==> config.mk <==
export PLATFORM = sky130hd
export DESIGN_NAME = ssbl_stat_select
export DESIGN_NICKNAME = d
export VERILOG_FILES = /design/src/include/ssbl_pkg.sv /design/src/design/ssbl_band_loader.sv /design/src/design/ssbl_pin_sync.sv /design/src/design/ssbl_stat_select.sv
export SDC_FILE = /design/constraint.sdc
export NUM_CORES = 1
export LEC_CHECK = 0
export ABC_AREA = 1
export BUFFER_PORTS_ARGS = -buffer_cell sky130_fd_sc_hd__clkbuf_2
export CORE_MARGIN = 10
export CORE_UTILIZATION = 30
export CTS_CLUSTER_DIAMETER = 80
export CTS_CLUSTER_SIZE = 25
export DETAILED_ROUTE_END_ITERATION = 8
export PLACE_DENSITY = 0.53
export REMOVE_ABC_BUFFERS = 1
export SYNTH_ARGS = -nofsm -noshare
export SYNTH_HDL_FRONTEND = slang
export SYNTH_SLANG_ARGS = --single-unit
==> constraint.sdc <==
create_clock -name i_sys_clk -period 16.1 [get_ports i_sys_clk]
set_clock_uncertainty 0.2 [all_clocks]
set_input_delay 1.61 -clock i_sys_clk [delete_from_list [all_inputs] [get_ports i_sys_clk]]
set_output_delay 1.61 -clock i_sys_clk [all_outputs]
set_load 0.02 [all_outputs]
==> src/include/ssbl_pkg.sv <==
/*
  Shared constants and types for the statistic selector and band loader:
  serial frame layout, register byte addresses, reset values, statistic
  codes, result formats and the harmonic band edge table.
  Assumes nothing beyond a SystemVerilog compiler.
*/
`default_nettype none

package ssbl_pkg;

    ////////////////////////////////////////////////////////////////////////
    // serial frame: write flag, 7-bit byte address, data byte
    localparam int         FRAME_BITS    = 16;
    localparam int         WR_FLAG_BIT   = 15;
    localparam logic [3:0] BIT_CNT_RESET = 4'h0;
    localparam logic [3:0] BIT_CNT_LAST  = 4'hf;

    ////////////////////////////////////////////////////////////////////////
    // byte addresses; each register is a word at an even address
    localparam logic [6:0] ADDR_SELECTOR = 7'h72;
    localparam logic [6:0] ADDR_X_RESULT = 7'h74;
    localparam logic [6:0] ADDR_Y_RESULT = 7'h76;
    localparam logic [6:0] ADDR_Z_RESULT = 7'h78;
    localparam logic [6:0] ADDR_FUND     = 7'h7a;
    localparam logic [6:0] ADDR_FUND_HI  = 7'h7b;
    localparam logic [6:0] WORD_MASK     = 7'h7e;

    localparam logic [2:0]  SELECTOR_RESET = 3'h0;
    localparam logic [15:0] FUND_RESET     = 16'h0000;
    localparam logic [15:0] READ_RESET     = 16'h0000;

    ////////////////////////////////////////////////////////////////////////
    // statistic codes and result formats
    typedef enum logic [2:0] {
        STAT_MEAN      = 3'b000,
        STAT_STDDEV    = 3'b001,
        STAT_PEAK      = 3'b010,
        STAT_PEAK2PEAK = 3'b011,
        STAT_CREST     = 3'b100,
        STAT_KURTOSIS  = 3'b101,
        STAT_SKEWNESS  = 3'b110
    } ssbl_stat_t;

    localparam int ACCEL_STATS = 4;
    localparam int SHAPE_STATS = 3;
    localparam int RESULT_W    = 16;
    localparam int SHAPE_W     = 24;
    localparam int FRAC_BITS   = 8;

    ////////////////////////////////////////////////////////////////////////
    // band edges in fifths of the base frequency: 0.2 0.8 1.8 2.8 3.8 10.2
    localparam int         BAND_COUNT = 6;
    localparam logic [2:0] BAND_LAST  = 3'd5;
    localparam int         EDGE_DIV   = 5;
    localparam logic [5:0] EDGE_FIFTHS [0:BAND_COUNT-1] =
        '{6'd1, 6'd4, 6'd9, 6'd14, 6'd19, 6'd51};

    typedef enum logic [1:0] {
        FR_IDLE  = 2'b00,
        FR_SHIFT = 2'b01,
        FR_HOLD  = 2'b10
    } ssbl_frame_t;

    typedef enum logic [0:0] {
        BL_IDLE = 1'b0,
        BL_RUN  = 1'b1
    } ssbl_band_t;

endpackage

`default_nettype wire

==> src/design/ssbl_band_loader.sv <==
/*
  Harmonic band loader: on a trigger, walks the six alarm bands and emits
  one start/stop pair per cycle, scaled from the base frequency.
  Assumes the alarm band store accepts one write per cycle.
*/
`timescale 1ns/1ps
`default_nettype none

module ssbl_band_loader
    import ssbl_pkg::*;
#(
    parameter logic [15:0] MAX_FREQ_HZ = 16'hffff
) (
    input  wire logic        i_sys_clk,
    input  wire logic        i_nrst,
    input  wire logic        i_trigger,
    input  wire logic [15:0] i_fund_hz,
    output logic             o_band_wr,
    output logic      [2:0]  o_band_idx,
    output logic      [15:0] o_band_start,
    output logic      [15:0] o_band_stop,
    output logic             o_busy
);

    // rounds down; saturates at the top of the band range
    function automatic logic [15:0] edge_hz(input logic [15:0] f,
                                            input logic [5:0]  k);
        logic [21:0] prod;
        logic [21:0] quot;
        prod = 22'(f) * 22'(k);
        quot = prod / 22'(EDGE_DIV);
        if (quot > {6'h00, MAX_FREQ_HZ})
            return MAX_FREQ_HZ;
        return quot[15:0];
    endfunction

    ssbl_band_t  state_q, state_d;
    logic [2:0]  idx_q, idx_d;
    logic [15:0] fund_q, fund_d;
    logic        wr_q, wr_d;
    logic [2:0]  oidx_q, oidx_d;
    logic [15:0] start_q, start_d;
    logic [15:0] stop_q, stop_d;

    always_comb
    begin
        state_d = state_q;
        idx_d   = idx_q;
        fund_d  = fund_q;
        wr_d    = 1'b0;
        oidx_d  = oidx_q;
        start_d = start_q;
        stop_d  = stop_q;
        case (state_q)
            BL_IDLE: ;
            BL_RUN:
            begin
                wr_d    = 1'b1;
                oidx_d  = idx_q;
                start_d = edge_hz(fund_q, EDGE_FIFTHS[idx_q]);
                stop_d  = (idx_q == BAND_LAST) ? MAX_FREQ_HZ
                        : edge_hz(fund_q, EDGE_FIFTHS[idx_q + 3'd1]);
                idx_d   = idx_q + 3'd1;
                if (idx_q == BAND_LAST)
                    state_d = BL_IDLE;
            end
            default: state_d = BL_IDLE;
        endcase
        // a new trigger restarts the walk with the newest frequency
        if (i_trigger)
        begin
            state_d = BL_RUN;
            idx_d   = 3'd0;
            fund_d  = i_fund_hz;
        end
    end

    always_ff @(posedge i_sys_clk or negedge i_nrst)
    begin
        if (!i_nrst)
        begin
            state_q <= BL_IDLE;
            idx_q   <= 3'd0;
            fund_q  <= FUND_RESET;
            wr_q    <= 1'b0;
            oidx_q  <= 3'd0;
            start_q <= 16'h0000;
            stop_q  <= 16'h0000;
        end
        else
        begin
            state_q <= state_d;
            idx_q   <= idx_d;
            fund_q  <= fund_d;
            wr_q    <= wr_d;
            oidx_q  <= oidx_d;
            start_q <= start_d;
            stop_q  <= stop_d;
        end
    end

    assign o_band_wr    = wr_q;
    assign o_band_idx   = oidx_q;
    assign o_band_start = start_q;
    assign o_band_stop  = stop_q;
    assign o_busy       = (state_q == BL_RUN) || wr_q;

endmodule

`default_nettype wire

==> src/design/ssbl_pin_sync.sv <==
/*
  Two-flop synchroniser for a group of pin inputs.
  Assumes the pins are quasi-static relative to the system clock; the
  second stage is the only reader of the first.
*/
`timescale 1ns/1ps
`default_nettype none

module ssbl_pin_sync #(
    parameter int           W         = 1,
    parameter logic [W-1:0] RESET_VAL = '0
) (
    input  wire logic         i_sys_clk,
    input  wire logic         i_nrst,
    input  wire logic [W-1:0] i_async,
    output logic      [W-1:0] o_sync
);

    logic [W-1:0] meta_q;
    logic [W-1:0] sync_q;

    always_ff @(posedge i_sys_clk or negedge i_nrst)
    begin
        if (!i_nrst)
        begin
            meta_q <= RESET_VAL;
            sync_q <= RESET_VAL;
        end
        else
        begin
            meta_q <= i_async;
            sync_q <= meta_q;
        end
    end

    assign o_sync = sync_q;

endmodule

`default_nettype wire

==> src/design/ssbl_stat_select.sv <==
/*
  Statistic selector and harmonic band loader register block, reached
  over the serial port (mode 3, 16-bit frames, MSB first).
  Assumes the statistic engine supplies its results on the system clock,
  and that the serial clock runs at most at one eighth of the system clock
  with chip select high for at least four system clocks between frames.
*/
`timescale 1ns/1ps
`default_nettype none

module ssbl_stat_select #(
    parameter logic [15:0] MAX_FREQ_HZ = 16'hffff
) (
    input  wire logic                     i_sys_clk,
    input  wire logic                     i_nrst,
    // serial port pins
    input  wire logic                     i_sclk,
    input  wire logic                     i_cs_n,
    input  wire logic                     i_din,
    output logic                          o_dout,
    // statistic engine results, codes 0..3 as 16-bit acceleration codes
    input  wire logic [4*16-1:0]          i_x_accel_stats,
    input  wire logic [4*16-1:0]          i_y_accel_stats,
    input  wire logic [4*16-1:0]          i_z_accel_stats,
    // codes 4..6 as unsigned 16.8 values
    input  wire logic [3*24-1:0]          i_x_shape_stats,
    input  wire logic [3*24-1:0]          i_y_shape_stats,
    input  wire logic [3*24-1:0]          i_z_shape_stats,
    // state seen by the rest of the device
    output ssbl_pkg::ssbl_stat_t          o_selector,
    output logic                          o_fixed_point,
    output logic [15:0]                   o_fund_hz,
    // alarm band store
    output logic                          o_band_wr,
    output logic [2:0]                    o_band_idx,
    output logic [15:0]                   o_band_start,
    output logic [15:0]                   o_band_stop,
    output logic                          o_band_busy
);

    import ssbl_pkg::*;

    ////////////////////////////////////////////////////////////////////////
    // helpers

    // shape statistics beyond 255.996 saturate rather than wrap
    function automatic logic [15:0] to_fixed88(input logic [23:0] v);
        if (v[23:16] != 8'h00)
            return 16'hffff;
        return v[15:0];
    endfunction

    function automatic logic [15:0] pick_result(
        input logic [2:0]                       sel,
        input logic [ACCEL_STATS*RESULT_W-1:0]  accel,
        input logic [SHAPE_STATS*SHAPE_W-1:0]   shape
    );
        logic [2:0] shape_idx;
        shape_idx = sel - 3'd4;
        if (sel <= STAT_PEAK2PEAK)
            return accel[sel*RESULT_W +: RESULT_W];
        if (sel <= STAT_SKEWNESS)
            return to_fixed88(shape[shape_idx*SHAPE_W +: SHAPE_W]);
        // unassigned code 7 reads as zero
        return 16'h0000;
    endfunction

    ////////////////////////////////////////////////////////////////////////
    // pin synchronisation and serial clock edges

    logic [2:0] pins_s;
    logic       sclk_s;
    logic       cs_n_s;
    logic       din_s;
    logic       sclk_prev_q;
    logic       sclk_rise;
    logic       sclk_fall;

    // sclk idles high in mode 3, chip select idles high
    ssbl_pin_sync #(
        .W         (3),
        .RESET_VAL (3'b110)
    ) u_pin_sync (
        .i_sys_clk (i_sys_clk),
        .i_nrst    (i_nrst),
        .i_async   ({i_sclk, i_cs_n, i_din}),
        .o_sync    (pins_s)
    );

    assign sclk_s    = pins_s[2];
    assign cs_n_s    = pins_s[1];
    assign din_s     = pins_s[0];
    assign sclk_rise = sclk_s & ~sclk_prev_q;
    assign sclk_fall = ~sclk_s & sclk_prev_q;

    always_ff @(posedge i_sys_clk or negedge i_nrst)
    begin
        if (!i_nrst)
            sclk_prev_q <= 1'b1;
        else
            sclk_prev_q <= sclk_s;
    end

    ////////////////////////////////////////////////////////////////////////
    // frame decode

    ssbl_frame_t frame_q, frame_d;
    logic [3:0]  bit_cnt_q, bit_cnt_d;
    logic [15:0] rx_q, rx_d;
    logic [15:0] tx_q, tx_d;
    logic [15:0] read_q, read_d;
    logic        dout_q, dout_d;
    logic [15:0] rx_word;
    logic        word_done;
    logic        cmd_write;
    logic [6:0]  cmd_addr;
    logic [7:0]  cmd_data;

    assign rx_word   = {rx_q[14:0], din_s};
    assign word_done = (frame_q == FR_SHIFT) && !cs_n_s && sclk_rise
                    && (bit_cnt_q == BIT_CNT_LAST);
    assign cmd_write = rx_word[WR_FLAG_BIT];
    assign cmd_addr  = rx_word[14:8];
    assign cmd_data  = rx_word[7:0];

    ////////////////////////////////////////////////////////////////////////
    // register file and result selection

    logic [2:0]  sel_q, sel_d;
    logic [15:0] fund_q, fund_d;
    logic        trig_q, trig_d;
    logic [15:0] x_result;
    logic [15:0] y_result;
    logic [15:0] z_result;
    logic [15:0] read_word;

    assign x_result = pick_result(sel_q, i_x_accel_stats,
                                  i_x_shape_stats);
    assign y_result = pick_result(sel_q, i_y_accel_stats,
                                  i_y_shape_stats);
    assign z_result = pick_result(sel_q, i_z_accel_stats,
                                  i_z_shape_stats);

    always_comb
    begin
        case (cmd_addr & WORD_MASK)
            ADDR_SELECTOR: read_word = {13'h0000, sel_q};
            ADDR_X_RESULT: read_word = x_result;
            ADDR_Y_RESULT: read_word = y_result;
            ADDR_Z_RESULT: read_word = z_result;
            ADDR_FUND:     read_word = fund_q;
            default:       read_word = 16'h0000;
        endcase
    end

    always_comb
    begin
        sel_d  = sel_q;
        fund_d = fund_q;
        trig_d = 1'b0;
        if (word_done && cmd_write)
        begin
            case (cmd_addr)
                ADDR_SELECTOR: sel_d = cmd_data[2:0];
                ADDR_FUND:     fund_d[7:0] = cmd_data;
                ADDR_FUND_HI:
                begin
                    fund_d[15:8] = cmd_data;
                    // zero disables the feature entirely
                    trig_d = ({cmd_data, fund_q[7:0]} != 16'h0000);
                end
                default: ;
            endcase
        end
    end

    always_ff @(posedge i_sys_clk or negedge i_nrst)
    begin
        if (!i_nrst)
        begin
            sel_q  <= SELECTOR_RESET;
            fund_q <= FUND_RESET;
            trig_q <= 1'b0;
        end
        else
        begin
            sel_q  <= sel_d;
            fund_q <= fund_d;
            trig_q <= trig_d;
        end
    end

    ////////////////////////////////////////////////////////////////////////
    // serial frame engine; a read is answered in the following frame

    always_comb
    begin
        frame_d   = frame_q;
        bit_cnt_d = bit_cnt_q;
        rx_d      = rx_q;
        tx_d      = tx_q;
        read_d    = read_q;
        dout_d    = dout_q;
        case (frame_q)
            FR_IDLE:
            begin
                if (!cs_n_s)
                begin
                    frame_d   = FR_SHIFT;
                    bit_cnt_d = BIT_CNT_RESET;
                    tx_d      = read_q;
                    dout_d    = read_q[15];
                end
            end
            FR_SHIFT:
            begin
                // chip select lost mid-frame drops the partial word
                if (cs_n_s)
                    frame_d = FR_IDLE;
                else
                begin
                    if (sclk_fall)
                    begin
                        dout_d = tx_q[15];
                        tx_d   = {tx_q[14:0], 1'b0};
                    end
                    if (sclk_rise)
                    begin
                        rx_d      = rx_word;
                        bit_cnt_d = bit_cnt_q + 4'h1;
                    end
                    if (word_done)
                    begin
                        frame_d = FR_HOLD;
                        read_d  = cmd_write ? READ_RESET : read_word;
                    end
                end
            end
            FR_HOLD:
            begin
                // extra clocks after sixteen bits are ignored
                if (cs_n_s)
                    frame_d = FR_IDLE;
            end
            default: frame_d = FR_IDLE;
        endcase
    end

    always_ff @(posedge i_sys_clk or negedge i_nrst)
    begin
        if (!i_nrst)
        begin
            frame_q   <= FR_IDLE;
            bit_cnt_q <= BIT_CNT_RESET;
            rx_q      <= 16'h0000;
            tx_q      <= 16'h0000;
            read_q    <= READ_RESET;
            dout_q    <= 1'b0;
        end
        else
        begin
            frame_q   <= frame_d;
            bit_cnt_q <= bit_cnt_d;
            rx_q      <= rx_d;
            tx_q      <= tx_d;
            read_q    <= read_d;
            dout_q    <= dout_d;
        end
    end

    ////////////////////////////////////////////////////////////////////////
    // harmonic band loading

    ssbl_band_loader #(
        .MAX_FREQ_HZ (MAX_FREQ_HZ)
    ) u_band_loader (
        .i_sys_clk    (i_sys_clk),
        .i_nrst       (i_nrst),
        .i_trigger    (trig_q),
        .i_fund_hz    (fund_q),
        .o_band_wr    (o_band_wr),
        .o_band_idx   (o_band_idx),
        .o_band_start (o_band_start),
        .o_band_stop  (o_band_stop),
        .o_busy       (o_band_busy)
    );

    ////////////////////////////////////////////////////////////////////////
    // outputs

    assign o_dout        = dout_q;
    assign o_selector    = ssbl_stat_t'(sel_q);
    assign o_fixed_point = (sel_q >= STAT_CREST)
                        && (sel_q <= STAT_SKEWNESS);
    assign o_fund_hz     = fund_q;

endmodule

`default_nettype wire

==> reports/summary.txt <==
DR vias: 19300
Slew Viols, Final: 0
# nets final: 3733
CP max-delay cell: nor2_1
Vias/cell: 4.90
register area: 3440 um2
clock latency at the later pin of the worst-skew pair: 0.49 ns
maximum vdd drop: 0.0483 mV
commonest non-fill, non-tap cells in the layout: nand2_1 (611), clkbuf_2 (469), inv_1 (347)
slowest stage delay, CP: 0.90 ns
RSZ-0062 raised after global routing: no
synthesized area: 18200 um2
Final ANT Viol Nets: 0
Post-synth EDFFs: 0
vias in the first global route: 19500
prevailing post-synth register cell: dfrtp_1
Layout area overhead: 20.7%
port buffer count: 470
post-route minimum period: 12.87 ns
# hold bufs at CTS: 0
Synth area leader: dfrtp_1
endpoints failing setup: 0
CP Class: reg2reg
share of the synthesized area in the top cell type: 18.1%
die height: 266 um
worst-path maximum fanout: 22
GP Congestion: 0.915
CTS HTree Levels: 4
hold depth: 0
Leak: 12.4 nW
WL per Instance: 18.0 um
CTS resizes: 0
CTS tree: yes
Crit. End Element: flip-flop
initial antenna violation count: 0
aggregate global routing overflow: 0
Fillers: 6554
clock tree sinks: 137
DRT Pass-1 Iters: 5
initial core utilization: 30.2%
Fin. Hold Viols: 0
root buf cell: clkbuf_16
Post-synth ARST share: 100%
outcome: completed
GRT Overall Usage: 19.8%
most frequent CP cell: nand2_2
Mapped Cells: 2719
Die Area: 71000 um2
area taken by multi-input logic gates: 12900 um2
crit share post-route: 80.0%
syn_area_per_cell: 6.70 um2
Die Wd: 266 um
worst rel slew slack: 29.1%
largest net degree at the start of global routing: 79
setup bufs post-CTS: 0
Pwr per Cell Area: 39.3 nW/um2
max-cap viol count: 0
commonest non-fill, non-tap cell in the layout: nand2_1
power after layout: 864 uW
post-synthesis cell type count: 62
core area: 60200 um2
Reg2Reg Depth: 96
Syn. warnings: 0
Worst Max-Slew Pin Slew: 1.06 ns
maximum clock rate: 77.7 MHz
Worst-path clk slew: 0.07 ns
layout cell share with drive strength beyond 1: 26.3%
placed wire-length estimate: 59.0 mm
I/O pins: 471
Post-route DRC: 0
Worst EP required: 16.26 ns
total CTS buffers: 17
dominant cells by area after synthesis: dfrtp_1 (18%), nand2_1 (13%), fa_1 (13%)
Seq/Total Area, Yosys: 18.9%
detailed router's first-iteration violation count: 1148
Rows: 90
Arr. time, crit path: 13.03 ns
Clock Tree Buf Depth: 2
ANT cells: 0
register bit total from synthesis: 137
crit path launch type: flip-flop
Worst Hold Class: reg2reg
Setup Total Neg Slack: 0 ns
final wirelength: 71.0 mm
global-route wire length before repair: 110 mm
-- per-layer routing --
| layer | wire (um) | GRT usage [%] |
|---|---|---|
| met1 | 28800 | 22.9 |
| met2 | 36500 | 36.1 |
| met3 | 4030 | 4.24 |
| met4 | 1600 | 5.54 |
| met5 | 0 | 0 |
-- cells in the mapped netlist, types with 4 or more instances --
master and n:
a311oi_1 8, nand3b_1 6, o22ai_1 33, nand2_2 137, dfrtp_1 132, clkinv_2 5
inv_2 40, nor3_1 16, o211ai_1 40, o21ai_0 179, a31oi_1 6, buf_1 12
nand3_1 166, inv_1 350, a211oi_1 10, xor2_1 21, ha_1 69, o311ai_0 7
nand2_1 611, xnor2_1 8, a21oi_1 51, nand3_2 42, nand4_1 12, nor4_1 26
clkbuf_1 84, o21ai_2 6, dfstp_2 5, a221oi_1 22, o21ai_1 7, o2111ai_1 35
a32o_1 5, and3_1 5, clkinv_1 17, nand2_4 35, nor2_1 344, o21bai_1 5
fa_1 114, a21oi_2 4, a22oi_1 6
-- path summary, 6_finish.rpt --
check,from,end,slack (ns)
min in group asynchronous,i_nrst,read_q[10],0.96
setup reg to reg,u_band_loader.idx_q[2],u_band_loader.o_band_stop[0],3.23
hold reg to reg,u_pin_sync.meta_q[2],u_pin_sync.o_sync[2],0.16
setup / recovery,u_band_loader.idx_q[2],u_band_loader.o_band_stop[0],3.23
max in group asynchronous,i_nrst,o_selector[0],13.30
hold / removal,u_pin_sync.meta_q[2],u_pin_sync.o_sync[2],0.16
-- per-stage QoR --
stage / hold slack [ns] / util, % / worst slack (ns) / std cells / instance area [um2]
floorplan: 0.131 / - / 4.80 / 2622 / 17900
global placement: 0.147 / 35.5 / 3.52 / 3900 / 21400
detailed placement: 0.148 / 35.5 / 3.28 / 3900 / 21400
CTS: 0.159 / 36.5 / 3.26 / 3932 / 22000
global route: 0.160 / 36.5 / 1.70 / 3932 / 22000
finish: 0.158 / 36.5 / 3.23 / 3932 / 22000
-- final cells by class --
type	count	area share [%]
Clock buffer	18	1.95
Clock inverter	14	0.694
Inverter	413	7.09
Multi-Input combinational cell	2072	58.6
Sequential cell	137	15.6
Tap cell	782	4.45
Timing Repair Buffer	496	11.6
-- critical path: cells and delay by family, from the launching register on --
| family | cells | cell delay (ns) |
|---|---|---|
| flops | 1 | 0.76 |
| xor+xnor | 1 | 0.46 |
| fa+ha+maj | 6 | 2.65 |
| compound gates | 4 | 0.62 |
| buf+inv | 11 | 0.77 |
| simple gates | 74 | 7.27 |
-- where the power goes --
group | internal [mW] | switching (mW)
registers | 0.355 | 0.00551
clock network | 0.219 | 0.187
logic | 0.0489 | 0.0479
total | 0.623 | 0.240
-- sequential cells by signal (all words and copies together), names as in the netlist, 2 cells and up --
register                    cells
u_band_loader.o_band_idx        3
bit_cnt_q                       4
o_selector                      3
u_pin_sync.o_sync               3
u_band_loader.fund_q           16
u_pin_sync.meta_q               3
read_q                         16
frame_q                         2
u_band_loader.o_band_stop      16
u_band_loader.idx_q             3
u_band_loader.o_band_start     16
rx_q                           15
o_fund_hz                      16
tx_q                           16
-- logic make-up (layout without fill, tap and decap cells) --
group | Yosys count | count (layout) | share of synthesized area, %
and+or+nand+nor | 1412 | 1412 | 36.1
buffers and inverters | 510 | 941 | 10.6
AOI/OAI and AO/OA | 448 | 448 | 15.8
adders and majority gates | 183 | 183 | 17.3
DFF | 137 | 137 | 18.9
xor gates and xnor gates | 29 | 29 | 1.39
No activity file was read; power rests on OpenSTA's default activity.
